`config.mk`:
```
export PLATFORM = sky130hd
export DESIGN_NAME = sps_page_select
export DESIGN_NICKNAME = d
export VERILOG_FILES = /design/src/core/sps_pkg.sv /design/src/core/sps_page_mux.sv /design/src/core/sps_page_select.sv
export SDC_FILE = /design/constraint.sdc
export NUM_CORES = 1
export LEC_CHECK = 0
export BUFFER_PORTS_ARGS = -buffer_cell sky130_fd_sc_hd__buf_2
export CORE_ASPECT_RATIO = 0.6
export CORE_MARGIN = 5
export CORE_UTILIZATION = 31
export DETAILED_ROUTE_END_ITERATION = 10
export HOLD_SLACK_MARGIN = 0.08
export PLACE_DENSITY_LB_ADDON = 0.05
export SLEW_MARGIN = 20
export SYNTH_ARGS = -nofsm -noshare
export SYNTH_HDL_FRONTEND = slang
export SYNTH_HIERARCHICAL = 1
export SYNTH_SLANG_ARGS = --single-unit
```
`constraint.sdc`:
```
create_clock -name mclk -period 1.7 [get_ports mclk]
set_input_delay 0 -clock mclk [delete_from_list [all_inputs] [get_ports mclk]]
set_output_delay 0 -clock mclk [all_outputs]
set_load 0.02 [all_outputs]
```
`src/core/sps_pkg.sv`:
```
package sps_pkg;

	// sizes of the paged data space
	localparam int PAGE_W     = 3;                  // page number width
	localparam int DADDR_W    = 8;                  // cpu data address width
	localparam int PADDR_W    = PAGE_W + DADDR_W;   // physical sram address width
	localparam int NUM_PAGES  = 8;                  // pages of 256 bytes
	localparam int PAGE_BYTES = 256;                // bytes reached by one data address

	// flag register layout
	localparam logic [7:0] FLAG_RESET   = 8'h00;    // flags after reset and on interrupt entry
	localparam int         FLAG_MODE_HI = 7;        // upper page addressing bit
	localparam int         FLAG_MODE_LO = 6;        // lower page addressing bit

	// page register reset value
	localparam logic [PAGE_W-1:0] PAGE_RESET = 3'h0; // all pointers start on page 0

	// stack pointer reset and step
	localparam logic [DADDR_W-1:0] SP_RESET = 8'h00; // stack pointer after reset
	localparam logic [DADDR_W-1:0] SP_STEP  = 8'h01; // one byte per push or pop

	// apb register byte offsets
	localparam int          APB_AW      = 12;       // decoded address width
	localparam logic [11:0] OFS_CURPAGE = 12'h000;  // current page pointer
	localparam logic [11:0] OFS_STKPAGE = 12'h004;  // stack page pointer
	localparam logic [11:0] OFS_IDXPAGE = 12'h008;  // index page pointer
	localparam logic [11:0] OFS_MVRPAGE = 12'h00c;  // block move read page
	localparam logic [11:0] OFS_MVWPAGE = 12'h010;  // block move write page
	localparam logic [11:0] OFS_FLAGS   = 12'h014;  // cpu flag register
	localparam logic [11:0] OFS_STKPTR  = 12'h018;  // stack pointer

	// kinds of cpu memory access
	typedef enum logic [2:0] {
		ACC_NORMAL     = 3'h0,  // plain data access
		ACC_STACK      = 3'h1,  // push, pop, call, return
		ACC_INDEXED    = 3'h3,  // source or destination indexed
		ACC_PTR_READ   = 3'h2,  // pointer read of a move increment
		ACC_PTR_WRITE  = 3'h6,  // pointer write back of a move increment
		ACC_MOVE_READ  = 3'h7,  // data read of a move increment
		ACC_MOVE_WRITE = 3'h5   // data write of a move increment
	} sps_kind_type;

	// one access request from the cpu core
	typedef struct packed {
		logic                valid;   // request present this cycle
		sps_kind_type        kind;    // what sort of access
		logic [DADDR_W-1:0]  addr;    // 8-bit data address, unused for stack
	} sps_access_type;

	// physical sram access towards the memory
	typedef struct packed {
		logic                valid;   // address valid this cycle
		sps_kind_type        kind;    // kind of the access it came from
		logic [PADDR_W-1:0]  addr;    // page joined with data address
	} sps_phys_type;

	// the page pointer set
	typedef struct packed {
		logic [PAGE_W-1:0] cur;  // current page
		logic [PAGE_W-1:0] stk;  // stack page
		logic [PAGE_W-1:0] idx;  // index page
		logic [PAGE_W-1:0] mvr;  // block move read page
		logic [PAGE_W-1:0] mvw;  // block move write page
	} sps_pages_type;

endpackage : sps_pkg

```
`src/core/sps_page_mux.sv`:
```
`timescale 1ns/10ps
module sps_page_mux
	import sps_pkg::*;
(
	input  wire sps_kind_type        kind,   // kind of access
	input  wire logic [1:0]          mode,   // page addressing field of the flags
	input  wire sps_pages_type       pages,  // page pointer set
	output logic [PAGE_W-1:0]        page    // selected page
);

	// picks the page for one access from its kind and the addressing field
	always_comb begin
		page = PAGE_RESET;
		unique case (kind)
			ACC_NORMAL, ACC_PTR_READ, ACC_PTR_WRITE: begin
				// page 0 unless the upper mode bit is set
				page = mode[1] ? pages.cur : PAGE_RESET;
			end
			ACC_STACK: begin
				page = pages.stk;
			end
			ACC_INDEXED: begin
				unique case (mode)
					2'h0:       page = PAGE_RESET;
					2'h2:       page = pages.idx;
					2'h1, 2'h3: page = pages.stk;
				endcase
			end
			ACC_MOVE_READ: begin
				page = pages.mvr;
			end
			ACC_MOVE_WRITE: begin
				page = pages.mvw;
			end
			default: begin
				// unused kind code goes to page 0
				page = PAGE_RESET;
			end
		endcase
	end

endmodule : sps_page_mux

```
`src/core/sps_page_select.sv`:
```
`timescale 1ns/10ps
module sps_page_select
	import sps_pkg::*;
(
	input  wire logic                mclk,          // 200 MHz clock
	input  wire logic                rst_n,         // synchronous reset, active low
	input  wire logic                psel,          // apb select
	input  wire logic                penable,       // apb access phase
	input  wire logic                pwrite,        // apb write
	input  wire logic [APB_AW-1:0]   paddr,         // apb byte address
	input  wire logic [31:0]         pwdata,        // apb write data
	input  wire logic [3:0]          pstrb,         // apb byte strobes
	output logic [31:0]              prdata,        // apb read data
	output logic                     pready,        // apb ready
	output logic                     pslverr,       // apb error, unmapped address
	input  wire sps_access_type      cpuAccess,     // cpu memory access request
	input  wire logic                spInc,         // stack pointer increment (push)
	input  wire logic                spDec,         // stack pointer decrement (pop)
	input  wire logic                cpuFlagWe,     // cpu writes the flag register
	input  wire logic [7:0]          cpuFlagData,   // flag value from the cpu
	input  wire logic                intEntry,      // interrupt entry pulse
	input  wire logic                intReturn,     // interrupt return pulse
	input  wire logic [7:0]          retFlagData,   // flag byte popped on return
	output sps_phys_type             physAccess,    // physical sram access
	output logic [7:0]               pushFlagData,  // flag byte to push on entry
	output logic                     pushFlagValid, // push strobe, one cycle
	output logic [7:0]               flags,         // current flag register
	output logic [DADDR_W-1:0]       stackPtr       // current stack pointer
);

	// whole state of the block
	typedef struct packed {
		sps_pages_type        pages;     // page pointer set
		logic [7:0]           flags;     // flag register
		logic [DADDR_W-1:0]   sp;        // stack pointer
		sps_phys_type         phys;      // registered physical access
		logic [7:0]           pushData;  // flags captured at entry
		logic                 pushValid; // push strobe
		logic [31:0]          prdata;    // bus read data
		logic                 pready;    // bus ready
		logic                 pslverr;   // bus error
	} sps_state_type;

	sps_state_type      s_q;        // registered state
	sps_state_type      s_d;        // next state
	logic [PAGE_W-1:0]  selPage;    // page picked for the request
	logic [DADDR_W-1:0] accAddr;    // data address used for the request
	logic               busAccess;  // access phase under way
	logic               busWrite;   // write takes effect this edge
	logic               hit;        // address maps to a register
	logic [31:0]        rdValue;    // read value of the addressed register

	// page selection for the current request
	sps_page_mux u_mux (
		.kind  (cpuAccess.kind),
		.mode  (s_q.flags[FLAG_MODE_HI:FLAG_MODE_LO]),
		.pages (s_q.pages),
		.page  (selPage)
	);

	// stack accesses use the internal pointer, all others the cpu address
	assign accAddr   = (cpuAccess.kind == ACC_STACK) ? s_q.sp : cpuAccess.addr;
	assign busAccess = psel && penable;
	assign busWrite  = busAccess && pwrite && s_q.pready && pstrb[0];

	// register read decode
	always_comb begin
		hit     = 1'b1;
		rdValue = 32'h0000_0000;
		unique case (paddr)
			OFS_CURPAGE: rdValue = {29'h0000_0000, s_q.pages.cur};
			OFS_STKPAGE: rdValue = {29'h0000_0000, s_q.pages.stk};
			OFS_IDXPAGE: rdValue = {29'h0000_0000, s_q.pages.idx};
			OFS_MVRPAGE: rdValue = {29'h0000_0000, s_q.pages.mvr};
			OFS_MVWPAGE: rdValue = {29'h0000_0000, s_q.pages.mvw};
			OFS_FLAGS:   rdValue = {24'h00_0000, s_q.flags};
			OFS_STKPTR:  rdValue = {24'h00_0000, s_q.sp};
			default:     hit = 1'b0;
		endcase
	end

	// next state
	always_comb begin
		s_d = s_q;
		// bus answer one cycle into the access phase
		s_d.pready  = busAccess && !s_q.pready;
		s_d.pslverr = busAccess && !s_q.pready && !hit;
		s_d.prdata  = (busAccess && !s_q.pready && !pwrite) ? rdValue : 32'h0000_0000;
		// register writes, page pointers keep three low bits
		if (busWrite) begin
			unique case (paddr)
				OFS_CURPAGE: s_d.pages.cur = pwdata[PAGE_W-1:0];
				OFS_STKPAGE: s_d.pages.stk = pwdata[PAGE_W-1:0];
				OFS_IDXPAGE: s_d.pages.idx = pwdata[PAGE_W-1:0];
				OFS_MVRPAGE: s_d.pages.mvr = pwdata[PAGE_W-1:0];
				OFS_MVWPAGE: s_d.pages.mvw = pwdata[PAGE_W-1:0];
				OFS_FLAGS:   s_d.flags     = pwdata[7:0];
				OFS_STKPTR:  s_d.sp        = pwdata[DADDR_W-1:0];
				default: begin
					// unmapped write is dropped
				end
			endcase
		end
		// stack pointer steps wrap within the 8-bit page
		if (spInc && !spDec) begin
			s_d.sp = s_q.sp + SP_STEP;
		end else if (spDec && !spInc) begin
			s_d.sp = s_q.sp - SP_STEP;
		end
		// flag updates, interrupt events override cpu and bus
		s_d.pushValid = 1'b0;
		if (intEntry) begin
			s_d.pushData  = s_q.flags;
			s_d.pushValid = 1'b1;
			s_d.flags     = FLAG_RESET;
		end else if (intReturn) begin
			s_d.flags = retFlagData;
		end else if (cpuFlagWe) begin
			s_d.flags = cpuFlagData;
		end
		// physical address, page as upper bits
		s_d.phys.valid = cpuAccess.valid;
		s_d.phys.kind  = cpuAccess.kind;
		s_d.phys.addr  = {selPage, accAddr};
	end

	// state register with synchronous reset
	always_ff @(posedge mclk) begin
		if (!rst_n) begin
			s_q.pages     <= '0;
			s_q.flags     <= FLAG_RESET;
			s_q.sp        <= SP_RESET;
			s_q.phys      <= '0;
			s_q.pushData  <= 8'h00;
			s_q.pushValid <= 1'b0;
			s_q.prdata    <= 32'h0000_0000;
			s_q.pready    <= 1'b0;
			s_q.pslverr   <= 1'b0;
		end else begin
			s_q <= s_d;
		end
	end

	// outputs straight from the state register
	assign prdata        = s_q.prdata;
	assign pready        = s_q.pready;
	assign pslverr       = s_q.pslverr;
	assign physAccess    = s_q.phys;
	assign pushFlagData  = s_q.pushData;
	assign pushFlagValid = s_q.pushValid;
	assign flags         = s_q.flags;
	assign stackPtr      = s_q.sp;

	// checks on reset and page selection
	a_reset_clears_all: assert property (@(posedge mclk)
		!rst_n |=> (s_q.pages == '0 && s_q.flags == FLAG_RESET))
		else $error("reset left a pointer or flag set");

	a_normal_page_zero: assert property (@(posedge mclk) disable iff (!rst_n)
		(cpuAccess.valid && cpuAccess.kind == ACC_NORMAL && !s_q.flags[FLAG_MODE_HI])
		|=> physAccess.addr[PADDR_W-1:DADDR_W] == PAGE_RESET)
		else $error("normal access left page 0 with paging off");

	// normal accesses and pointer reads follow the current page when paging is on
	a_normal_cur_page: assert property (@(posedge mclk) disable iff (!rst_n)
		(cpuAccess.valid && cpuAccess.kind inside {ACC_NORMAL, ACC_PTR_READ}
		 && s_q.flags[FLAG_MODE_HI])
		|=> physAccess.addr[PADDR_W-1:DADDR_W] == $past(s_q.pages.cur))
		else $error("normal or pointer read not on current page");

	a_stack_page_sel: assert property (@(posedge mclk) disable iff (!rst_n)
		(cpuAccess.valid && cpuAccess.kind == ACC_STACK)
		|=> physAccess.addr == {$past(s_q.pages.stk), $past(s_q.sp)})
		else $error("stack access not on stack page at stack pointer");

	a_index_page_sel: assert property (@(posedge mclk) disable iff (!rst_n)
		(cpuAccess.valid && cpuAccess.kind == ACC_INDEXED
		 && s_q.flags[FLAG_MODE_HI:FLAG_MODE_LO] == 2'h2)
		|=> physAccess.addr[PADDR_W-1:DADDR_W] == $past(s_q.pages.idx))
		else $error("indexed access not on index page");

	a_move_write_page: assert property (@(posedge mclk) disable iff (!rst_n)
		(cpuAccess.valid && cpuAccess.kind == ACC_MOVE_WRITE)
		|=> physAccess.addr == {$past(s_q.pages.mvw), $past(cpuAccess.addr)})
		else $error("move write not on block move write page");

	// checks on flags, stack pointer and bus
	a_int_entry_push: assert property (@(posedge mclk) disable iff (!rst_n)
		intEntry |=> (pushFlagValid && pushFlagData == $past(s_q.flags)
		              && flags == FLAG_RESET) ##1 !pushFlagValid || $past(intEntry))
		else $error("interrupt entry did not push and clear flags");

	a_int_return_flags: assert property (@(posedge mclk) disable iff (!rst_n)
		(intReturn && !intEntry) |=> flags == $past(retFlagData))
		else $error("interrupt return did not restore flags");

	a_stack_wrap_up: assert property (@(posedge mclk) disable iff (!rst_n)
		(spInc && !spDec && s_q.sp == 8'hff && !busWrite)
		|=> (stackPtr == 8'h00 && $stable(s_q.pages.stk)))
		else $error("stack pointer did not wrap to 00 in its page");

	a_bus_answer_time: assert property (@(posedge mclk) disable iff (!rst_n)
		(psel && penable && !pready) |=> pready ##1 (!pready || $past(psel && penable && !pready)))
		else $error("bus answer not after one wait cycle");

	// checks on move, index, pointer and stack paths, flag writes and bus errors
	// each but the bus error check looks one cycle past the request, as the register adds a cycle

	// block move read page, whatever the addressing field holds
	// the low address byte must pass through untouched
	a_move_read_page: assert property (@(posedge mclk) disable iff (!rst_n)
		(cpuAccess.valid && cpuAccess.kind == ACC_MOVE_READ)
		|=> physAccess.addr == {$past(s_q.pages.mvr), $past(cpuAccess.addr)})
		else $error("move read not on block move read page");

	// pointer read back and write back live on the normal page
	// so a move never looks for its own pointer in the buffer page
	a_ptr_write_page: assert property (@(posedge mclk) disable iff (!rst_n)
		(cpuAccess.valid && cpuAccess.kind == ACC_PTR_WRITE)
		|=> physAccess.addr[PADDR_W-1:DADDR_W]
		    == ($past(s_q.flags[FLAG_MODE_HI]) ? $past(s_q.pages.cur) : PAGE_RESET))
		else $error("pointer write back not on normal page");

	// indexed access with the field clear stays on page 0
	// this is the mode an interrupt routine starts in
	a_index_page_zero: assert property (@(posedge mclk) disable iff (!rst_n)
		(cpuAccess.valid && cpuAccess.kind == ACC_INDEXED
		 && s_q.flags[FLAG_MODE_HI:FLAG_MODE_LO] == 2'h0)
		|=> physAccess.addr[PADDR_W-1:DADDR_W] == PAGE_RESET)
		else $error("indexed access left page 0 with field clear");

	// indexed access with the low field bit set uses the stack page
	// both field codes with that bit set share the stack page
	a_index_stack_page: assert property (@(posedge mclk) disable iff (!rst_n)
		(cpuAccess.valid && cpuAccess.kind == ACC_INDEXED && s_q.flags[FLAG_MODE_LO])
		|=> physAccess.addr[PADDR_W-1:DADDR_W] == $past(s_q.pages.stk))
		else $error("indexed access not on stack page");

	// every request comes out one cycle later with its kind
	// and, unless it is a stack access, with its own low address
	a_phys_follows_req: assert property (@(posedge mclk) disable iff (!rst_n)
		(cpuAccess.valid && cpuAccess.kind != ACC_STACK)
		|=> (physAccess.valid && physAccess.kind == $past(cpuAccess.kind)
		     && physAccess.addr[DADDR_W-1:0] == $past(cpuAccess.addr)))
		else $error("physical access does not follow the request");

	// pop below zero wraps to the top of the same page
	// the stack page pointer must not move with it
	a_stack_wrap_down: assert property (@(posedge mclk) disable iff (!rst_n)
		(spDec && !spInc && s_q.sp == 8'h00 && !busWrite)
		|=> (stackPtr == 8'hff && $stable(s_q.pages.stk)))
		else $error("stack pointer did not wrap to ff in its page");

	// a cpu flag write lands when no interrupt event competes
	// interrupt events take priority over it
	a_cpu_flag_write: assert property (@(posedge mclk) disable iff (!rst_n)
		(cpuFlagWe && !intEntry && !intReturn) |=> flags == $past(cpuFlagData))
		else $error("cpu flag write was lost");

	// the stack pointer only moves on a step or a bus write
	a_sp_holds_still: assert property (@(posedge mclk) disable iff (!rst_n)
		(!spInc && !spDec && !busWrite) |=> $stable(stackPtr))
		else $error("stack pointer moved without a step");

	// an error is only given together with the ready pulse
	a_error_with_ready: assert property (@(posedge mclk) disable iff (!rst_n)
		pslverr |-> pready)
		else $error("bus error without ready");

	// covers for the main scenarios
	c_paged_normal: cover property (@(posedge mclk) disable iff (!rst_n)
		cpuAccess.valid && cpuAccess.kind == ACC_NORMAL && s_q.flags[FLAG_MODE_HI]
		&& s_q.pages.cur != PAGE_RESET);
	c_int_round_trip: cover property (@(posedge mclk) disable iff (!rst_n)
		intEntry ##[1:20] intReturn);
	c_move_sequence: cover property (@(posedge mclk) disable iff (!rst_n)
		(cpuAccess.valid && cpuAccess.kind == ACC_PTR_READ)
		##1 (cpuAccess.valid && cpuAccess.kind == ACC_PTR_WRITE)
		##1 (cpuAccess.valid && cpuAccess.kind == ACC_MOVE_READ));
	c_bus_error: cover property (@(posedge mclk) disable iff (!rst_n)
		pready && pslverr);
	c_index_stack_mode: cover property (@(posedge mclk) disable iff (!rst_n)
		cpuAccess.valid && cpuAccess.kind == ACC_INDEXED && s_q.flags[FLAG_MODE_LO]);

endmodule : sps_page_select

```
After elaboration in Yosys (flattened, before gate mapping)
Index checks and enable logic that the tools add are counted.
Operators by class
  add/subtract/negate cells: 2
  $mul: 0
  divide/modulo/power cells: 0
  order comparisons: 0
  equality and inequality tests: 15
  shift operators: 0
  multiplexer cells: 14
  bitwise gates (word level): 1
  reduce and logical (&&, ||, !) cells: 33
Operators by type and width (count)
  8-bit 2-to-1 mux: 7
  8-bit case mux with 7 select lines: 1
  12-bit by 5-bit equality test with 1-bit output, second input constant: 3
  12-bit by 4-bit equality test with 1-bit output, second input constant: 2
  16-bit 2-to-1 mux: 1
  2-bit AND reduction: 8
  3-bit case mux with 5 select lines: 1
  12-bit by 3-bit equality test with 1-bit output, second input constant: 1
  12-bit logical NOT: 1
  3-bit nonzero test: 4
  3-bit equality test, second input constant: 3
  1-bit logical AND: 9
  3-bit case mux with 3 select lines: 1
  8-bit by 1-bit adder with 8-bit output, second input constant: 1
  8-bit by 1-bit subtractor with 8-bit output, second input constant: 1
  7-bit OR reduction: 1
  3-bit by 2-bit equality test with 1-bit output, second input constant: 2
  1-bit logical NOT: 5
  2-bit equality test, second input constant: 2
  2-bit OR reduction: 2
  3-bit by 1-bit equality test with 1-bit output, second input constant: 1
  3-bit logical NOT: 1
  3-bit 2-to-1 mux: 1
  3-bit OR reduction: 1
  4 further kinds: 5
Storage, ports and cells
  register bits: 89
  latch bits: 0
  bits in writable memories: 0
  ROM bits: 0
  input port bits: 86
  output and inout port bits: 74
  word-level logic and storage cells: 80
  memories kept: 0

Depth between registers and ports, before layout
Gate-level depths: netlist (run 1).
  word-level depth: 7
  gate-level depth with buffers: 7
  depth with buffers taken out: 6

Cells and area by module
Netlist (run 1), hierarchy kept.
Modules (own cells, without submodules)
  sps_page_select: instances 1, cells each 427, area each 3707.3 um^2, seq. area each 1301.2 um^2
  sps_page_mux: instances 1, cells each 22, area each 170.2 um^2, seq. area each 0.0 um^2

Least setup slack after synthesis (run 1)
OpenSTA, ideal clock, no wires.
  path kind: reg2reg
  from: register, netlist name pready
  to: register, netlist name s_q[80]
  setup time: 0.128 ns
  arrival time: 1.681 ns
  path slack: -0.109 ns
  stages on the path, launching flop included: 7
  path buffers: 1
  cells stage by stage: dfxtp_1 and3_1 nand3_1 or4_1 buf_2 mux2i_1 nor2_1
Between the ends
  word-level cells in the longest chain between the ends: 3
Ends and longest elaborated chain
  1-bit logical AND (2 in a row): line sps_page_select.sv:64  | assign busWrite = busAccess && pwrite && s_q.pready && pstrb[0];
  2-bit AND reduction (no source line)
No other way between the ends.
A chain may end at the register's enable or synchronous reset.

Worst setup path in the final report (run 1)
  from: register, netlist name pready
  to: register s_q (netlist bit stackPtr[7])
Between the ends
  word-level cells in the longest chain between the ends: 4
Ends and longest elaborated chain
  1-bit logical AND (2 in a row): line sps_page_select.sv:64
  3-bit nonzero test (no source line)
  2-bit AND reduction (no source line)
  to (decl): line sps_page_select.sv:44  | sps_state_type s_q;
No other way between the ends.

==> results.toml, run 1 <==
[final_layout]
final_cell_mix = "buf_2, dfxtp_1, nor2_1"
layout-drive-gt1-share = 0.310
area_delta_synth_final_pct = 27.9
n_fill_cell = 1253
antennaDiodeCount = 0
final_common_cell = "buf_2"
multi_input_area_um2 = 2040
seq_area_um2 = 1300
fin_area_um2 = 4960
nets = 641

[run_status]
run_status = "finished clean"

[global_route]
grt_max_degree = 19
grt_overflow = 0
antenna_found_initial = 0
grt_pass1_wl_um = 19000
grt_pass1_vias = 3309
grt_usage = 0.162

[logic_synthesis]
synth-edff-count = 0
syn_inst = 449
syn_avg_cell_area_um2 = 8.64
ys.flop_type = "dfxtp_1"
ys_warn_count = 6
syn_area_um2 = 3880
synthDistinctLibCells = 56
yosysSeqAreaShare = 0.336
synth-seq-cells = 65
async_flop_share = 0

[worst_setup_path]
worstPathMaxFanout = 6
r2r_setup_slack_ns = 0.10
worst_ep_arrival_time_ns = 1.85
reg2reg_depth = 7
cp.required_ns = 1.95
crit_buf_inv = 2
cp_top_family = "compound AO/OA/AOI/OAI gates"
r2r-start = "pready$_SDFF_PN0_"
critPathKind = "reg2reg"
critPathMaxStageDelay_ns = 0.33
timing.rr.end = "stackPtr[7]$_SDFFE_PN0P_"
path_cells = "and3_1 > nand3_4 > buf_4 > o31ai_4 > buf_6 > a31oi_1 > a211oi_2"
startpoint_type = "flop"
end_kind = "flop"
slowest_stage = "dfxtp_2"

[routing]
wire_per_inst_um = 16.8
vias_per_cell = 4.70
drc_errors = 0
ant_nets = 0
wirelength_um = 12200
dr.pass1.iters = 5
drt_iter0_markers = 273
vias = 3396

[sta]
finalHoldViolations = 0
fin_ws_ns = 0.103
skew_ns = 0.00559
max_freq_mhz = 626
drv_slew = 0
rsz0062_at_grt = "yes"
post-route-period-util = 0.940
final-setup-viol-count = 0
period_needed_ns = 1.60
fin_hold_ws_ns = 0.0848

[floorplan]
die_area_um2 = 14900
core_um2 = 12100
rows = 31
start_util = 0.319
io_pins = 160
fp.dieW_um = 154
fp.dieH_um = 96.6

[min_path]
hold_depth = 5
min_to = "flags[6]$_SDFFE_PP0P_"
hold_class = "in2reg"
worstHoldStart = "retFlagData[6]"

[placement]
placed_area_um2 = 4320
gp_congestion = 0.789
pre_cts_slack_ns = 0.0279
portBuffers = 108
dpl.hpwl_um = 9450

[run]
max-cap-violations = 0

[cts]
clk_latency_ns = 0.34
clkTransAtPathRegs_ns = 0.06
numCtsBuffers = 9
cts_max_level = 3
clock_sinks = 65
cts_buffer_depth = 2
cts_setup_buffers = 0
cts_tree = "yes"
cts_root_buf = "clkbuf_16"

[pwr]
ir_drop_mv = 0.417
p_leak_nw = 2.26
pwr_density_cell_nw_per_um2 = 893
## final cells by class
cell class | count | area share
flip-flops and latches | 65 | 0.263
clock inverters | 6 | 0.0182
repair buffers | 164 | 0.212
multi-input cells | 305 | 0.411
well taps | 165 | 0.0416
clock buffers | 10 | 0.0482
inverters | 8 | 0.00656
## power breakdown
part           total (mW)  internal, mW  switching, mW
clock network        2.04          1.33          0.716
logic               0.761         0.313          0.448
registers            1.62          1.57         0.0479
## metrics by stage
stage	setup TNS [ns]	power (mW)	utilization	instances
floorplan	0	2.15	-	472
global placement	0	2.35	0.355	679
detailed placement	0	2.35	0.355	679
CTS	0	4.47	0.406	723
global route	-0.0568	4.61	0.409	723
finish	0	4.43	0.409	723
## worst max-delay path by stage
stage / from / endpoint / slack, ns / cells past startpoint
3_5_place_dp: paddr[5] / s_q[74]$_SDFFE_PN0P_ / 0.03 / 6
4_1_cts: pready$_SDFF_PN0_ / stackPtr[1]$_SDFFE_PN0P_ / 0.06 / 7
2_1_floorplan: pready$_SDFF_PN0_ / s_q[80]$_SDFFE_PN0P_ / 0.06 / 6
3_3_place_gp: pready$_SDFF_PN0_ / stackPtr[1]$_SDFFE_PN0P_ / 0.02 / 7
5_1_grt: pready$_SDFF_PN0_ / stackPtr[7]$_SDFFE_PN0P_ / -0.04 / 7
6_report: pready$_SDFF_PN0_ / stackPtr[7]$_SDFFE_PN0P_ / 0.10 / 7
## kinds of logic after synthesis
| group | count (synthesis) | synth area share |
|---|---|---|
| multiplexers | 59 | 0.155 |
| AND/OR/NAND/NOR | 148 | 0.198 |
| buffers and inverters | 102 | 0.171 |
| adder cells (fa/ha/maj) | 2 | 0.00645 |
| XOR/XNOR | 3 | 0.00678 |
| flip-flops | 65 | 0.336 |
| other | 1 | 0.000967 |
| AO/OA/AOI/OAI | 69 | 0.127 |
## tightest hold or removal path, stage by stage
cell and delay, ns:
buf_2 0.08, nand2_1 0.04, o21ai_0 0.08, mux2i_1 0.08, nor2_1 0.11
## flip-flops by register name, indices dropped and copies added (netlist names), 8 cells and up
name / count
flags: 8
physAccess: 15
prdata: 8
pushFlagData: 8
s_q: 15
stackPtr: 8
## Yosys cell counts, drive strengths merged, types with 2 or more instances
cell    number  area, um2
nor2        60        225
a221o        3       30.0
nand2b       6       37.5
o21ai       17       85.1
nand4        3       18.8
dfxtp       65       1300
o31a         2       17.5
inv          7       28.8
or2          2       12.5
nand2       30        113
nand3b       5       37.5
nor3b        3       22.5
xnor2        2       17.5
a211oi       3       22.5
and2         9       56.3
or4          2       15.0
mux2         5       60.1
o22ai        5       31.3
o21a         2       15.0
buf         76        558
ha           2       25.0
nand3       10       62.6
a31oi        6       37.5
nand4b       2       17.5
nor4         4       76.3
a21oi       10       50.1
nor3         6       30.0
o31ai        2       42.5
mux2i       54        541
and3         4       25.0
a22o         3       26.3
clkbuf      18       71.3
a22oi        6       45.0
## repair_timing
item / in CTS / in global routing
hold buffers: 28 / 0
setup endpoints to repair: 0 / 15
gates resized for setup: 0 / 7
endpoints found under the hold margin: 42 / 0
## metal layers
metal	global-route usage	vias to the layer above	part of all wire
met3	0.0535	10	0.078
met2	0.212	118	0.38
li1	-	1677	-
met1	0.249	1591	0.53
met5	0	-	0
met4	0.0414	0	0.0095
Power figures use the tool's default switching activity.
==> run 2, diff against run 1 <==
==> constraint.sdc (replaced) <==
create_clock -name mclk -period 1.7 [get_ports mclk]
set_input_delay 0.17 -clock mclk [delete_from_list [all_inputs] [get_ports mclk]]
set_output_delay 0.17 -clock mclk [all_outputs]
set_load 0.02 [all_outputs]
==> results.toml, run 2 (synthesized netlist as in run 1, its figures left out) <==
[cts]
cts_buffer_depth = 2
numCtsBuffers = 9
cts_root_buf = "clkbuf_16"
cts_tree = "yes"
clk_latency_ns = 0.34
cts_setup_buffers = 0
cts_max_level = 3
clkTransAtPathRegs_ns = 0.06
clock_sinks = 65

[global_route]
grt_pass1_vias = 3196
grt_max_degree = 28
grt_overflow = 0
grt_pass1_wl_um = 18800
grt_usage = 0.162
antenna_found_initial = 0

[run]
max-cap-violations = 0

[worst_setup_path]
crit_buf_inv = 2
cp.required_ns = 1.96
crit_top_cell = "buf_4"
critPathKind = "reg2reg"
slowest_stage = "dfxtp_2"
end_kind = "flop"
path_cells = "and3_4 > nand3_4 > buf_4 > o31ai_4 > buf_4 > nor2_1 > a211oi_1"
worst_ep_arrival_time_ns = 1.87
critPathMaxStageDelay_ns = 0.33
startpoint_type = "flop"
worstPathMaxFanout = 6
r2r_setup_slack_ns = 0.09
cp_top_family = "compound AO/OA/AOI/OAI gates"

[pwr]
ir_drop_mv = 0.452
p_leak_nw = 2.23
p_total_mw = 4.38
pwr_density_cell_nw_per_um2 = 905

[sta]
skew_ns = 0.00389
tns_ns = 0
final-setup-viol-count = 0
post-route-period-util = 0.949
max_freq_mhz = 620
period_needed_ns = 1.61
finalHoldViolations = 0
rsz0062_at_grt = "no"
drv_slew = 0
fin_hold_ws_ns = 0.0985
fin_ws_ns = 0.0867

[placement]
pre_cts_slack_ns = -0.0910
dp_cells = 689
dpl.hpwl_um = 9570
gp_congestion = 0.832
portBuffers = 108

[floorplan]
fp.dieH_um = 96.6
rows = 31
fp.dieW_um = 154
die_area_um2 = 14900
io_pins = 160
core_um2 = 12100
start_util = 0.319

[min_path]
hold_class = "in2reg"

[routing]
vias_per_cell = 4.77
drc_errors = 0
vias = 3400
dr.pass1.iters = 4
wire_per_inst_um = 16.9
drt_iter0_markers = 234
ant_nets = 0
wirelength_um = 12100

[final_layout]
final_cell_mix = "buf_2, dfxtp_1, nor2_1"
final_common_cell = "buf_2"
layout-drive-gt1-share = 0.328
area_delta_synth_final_pct = 24.7
instances_no_fill = 713
antennaDiodeCount = 0
nets = 631

[run_status]
run_status = "finished clean"
## run 2: cell types whose count changed in the layout (fill, tap and decap cells not counted), moves of 2 or more
cell,delta
a211oi_1,+2
a211oi_2,-2
buf_12,+2
buf_4,+10
buf_6,-2
dlygate4sd3_1,-20
## run 2: metrics by stage
stage               utilization  instance area (um2)
floorplan                     -                 3970
global placement          0.364                 4420
detailed placement        0.364                 4420
CTS                       0.397                 4820
global route              0.398                 4830
finish                    0.398                 4830
## run 2: report_power, final
part           internal [mW]  switching (mW)
logic                  0.289           0.442
clock network           1.29           0.738
registers               1.57          0.0451
total                   3.15            1.23
## run 2: per-layer routing
metal / part of all wire / global-route usage
met5: 0 / 0
met4: 0.012 / 0.0448
met3: 0.080 / 0.0513
met2: 0.36 / 0.202
met1: 0.54 / 0.255
## run 2: worst paths after layout
kind,from,endpoint,cells past startpoint
max reg2reg,pready$_SDFF_PN0_,stackPtr[2]$_SDFFE_PN0P_,7
min,cpuAccess[6],physAccess[6]$_SDFF_PN0_,3
max,pready$_SDFF_PN0_,stackPtr[2]$_SDFFE_PN0P_,7
min reg2reg,pushFlagData[6]$_SDFFE_PN0P_,pushFlagData[6]$_SDFFE_PN0P_,2
## run 2: repair_timing
item	4_1_cts	5_1_grt
hold buffers	8	0
hold endpoints to repair	8	0
gates resized for setup	0	3
endpoints found under the setup margin	0	1
## run 2: layout make-up
| type | count | area [um2] |
|---|---|---|
| well taps | 165 | 206 |
| clock inverters | 6 | 92.6 |
| repair buffers | 154 | 943 |
| fillers | 1267 | 7310 |
| multi-input cells | 305 | 2030 |
| flip-flops and latches | 65 | 1300 |
| clock buffers | 10 | 229 |
| inverters | 8 | 32.5 |
## run 2: worst register-to-register path, cell delays in order, from the launching register on
cell	delay, ns
dfxtp_2	0.33
and3_4	0.18
nand3_4	0.10
buf_4	0.17
o31ai_4	0.32
buf_4	0.21
nor2_1	0.04
a211oi_1	0.19
==> run 3, diff against run 2 <==
--- a/config.mk
+++ b/config.mk
@@ -5,6 +5,7 @@
 export SDC_FILE = /design/constraint.sdc
 export NUM_CORES = 1
 export LEC_CHECK = 0
+export ABC_CLOCK_PERIOD_IN_PS = 1700
 export BUFFER_PORTS_ARGS = -buffer_cell sky130_fd_sc_hd__buf_2
 export CORE_ASPECT_RATIO = 0.6
 export CORE_MARGIN = 5
==> constraint.sdc (replaced) <==
create_clock -name mclk -period 1.7 [get_ports mclk]
set_input_delay 0.085 -clock mclk [delete_from_list [all_inputs] [get_ports mclk]]
set_output_delay 0.085 -clock mclk [all_outputs]
set_load 0.02 [all_outputs]
==> results.toml, run 3 (synthesized netlist as in run 1, its figures left out) <==
[run_status]
run_status = "finished clean"

[placement]
pre_cts_slack_ns = -0.0549
dpl.hpwl_um = 9420
placed_area_um2 = 4390
gp_congestion = 0.810
portBuffers = 108
dp_cells = 685

[pwr]
pwr_density_cell_nw_per_um2 = 897
seqPwrFrac = 0.372
p_sw_mw = 1.20
switching_share = 0.275
power_frac_comb = 0.168
p_leak_nw = 2.24
intPower_mw = 3.16
ir_drop_mv = 0.382
p_clk_frac = 0.461

[worst_setup_path]
r2r-start = "pready$_SDFF_PN0_"
startpoint_type = "flop"
worst_ep_arrival_time_ns = 1.85
worstPathMaxFanout = 13
timing.rr.end = "stackPtr[0]$_SDFFE_PN0P_"
cp.required_ns = 1.93
critPathKind = "reg2reg"
end_kind = "flop"
crit_path_start = "pready$_SDFF_PN0_"
r2r_setup_slack_ns = 0.08
endpoint = "stackPtr[0]$_SDFFE_PN0P_"
reg2reg_depth = 7

[sta]
max_freq_mhz = 618
drv_slew = 0
final-setup-viol-count = 0
fin_ws_ns = 0.0814
fin_hold_ws_ns = 0.104
tns_ns = 0
period_needed_ns = 1.62
rsz0062_at_grt = "yes"
post-route-period-util = 0.952
skew_ns = 0.00493
finalHoldViolations = 0

[final_layout]
nets = 633
final_cell_mix = "buf_2, dfxtp_1, nor2_1"
seq_area_um2 = 1300
n_fill_cell = 1222
multi_input_area_um2 = 2020
area_delta_synth_final_pct = 25.3
final_common_cell = "buf_2"
fin_area_um2 = 4860
layout-drive-gt1-share = 0.318
antennaDiodeCount = 0
instances_no_fill = 715

[routing]
drt_iter0_markers = 172
wirelength_um = 12100
vias_per_cell = 4.64
dr.pass1.iters = 4
drc_errors = 0
wire_per_inst_um = 16.9
ant_nets = 0
vias = 3319

[global_route]
antenna_found_initial = 1
grt_usage = 0.161
grt_overflow = 0
grt_pass1_vias = 3299
grt_pass1_wl_um = 18800
grt_max_degree = 24

[floorplan]
fp.dieW_um = 154
fp.dieH_um = 96.6
core_um2 = 12100
io_pins = 160
die_area_um2 = 14900
rows = 31
start_util = 0.319

[min_path]
hold_class = "in2reg"
hold_depth = 2

[cts]
cts_tree = "yes"
clock_sinks = 65
cts_max_level = 3
cts_root_buf = "clkbuf_16"
numCtsBuffers = 9
cts_buffer_depth = 2
clk_latency_ns = 0.33
clkTransAtPathRegs_ns = 0.06

[run]
max-cap-violations = 0
==> run 3: critical path: stages (launching register included) <==
cell	delay (ns)
dfxtp_2	0.33
and3_1	0.18
nand3_4	0.13
buf_4	0.17
o31ai_4	0.21
buf_12	0.17
nor2_1	0.04
o31a_1	0.27
==> run 3: final cells by class <==
type,count,share of cell area
Multi-Input combinational cell,305,0.416
Sequential cell,65,0.268
Timing Repair Buffer,156,0.200
Clock buffer,10,0.0471
Tap cell,165,0.0425
Clock inverter,6,0.0188
Inverter,8,0.00670
==> run 3: power groups by stage <==
stage	Sequential (mW)	Combinational [mW]	Clock (mW)
3_5_place_dp	1.65	0.706	0
5_1_grt	1.63	0.797	2.13
3_3_place_gp	1.65	0.704	0
2_1_floorplan	1.64	0.512	0
4_1_cts	1.62	0.733	2.07
6_report	1.62	0.731	2.01
==> run 3: metrics by stage <==
| step | utilization | power [mW] |
|---|---|---|
| after floorplan | - | 2.15 |
| after global placement | 0.361 | 2.36 |
| after detailed placement | 0.361 | 2.36 |
| after CTS | 0.399 | 4.43 |
| after global routing | 0.400 | 4.55 |
| final | 0.400 | 4.36 |
==> run 3: worst min-delay path by stage <==
| stage | startpoint | end | slack (ns) |
|---|---|---|---|
| after floorplan | cpuAccess[8] | physAccess[11]$_SDFF_PN0_ | 0.21 |
| after CTS | cpuAccess[9] | physAccess[12]$_SDFF_PN0_ | 0.09 |
| after detailed placement | cpuAccess[11] | physAccess[14]$_SDFF_PN0_ | 0.31 |
| after global placement | cpuAccess[11] | physAccess[14]$_SDFF_PN0_ | 0.30 |
| final | cpuAccess[9] | physAccess[12]$_SDFF_PN0_ | 0.10 |
| after global routing | cpuAccess[9] | physAccess[12]$_SDFF_PN0_ | 0.10 |
==> run 3: timing repair <==
action	in CTS	in global routing
hold buffers	14	0
endpoints found under the setup margin	0	20
hold endpoints to repair	14	0
buffers inserted	0	0
gates resized for setup	0	2
==> run 3: per-layer routing <==
| layer | share of wire | up-vias | global-route usage |
|---|---|---|---|
| met5 | 0.00058 | - | 0 |
| met4 | 0.0076 | 2 | 0.0387 |
| met3 | 0.093 | 9 | 0.0580 |
| met2 | 0.37 | 117 | 0.210 |
| met1 | 0.53 | 1525 | 0.246 |
| li1 | - | 1666 | - |
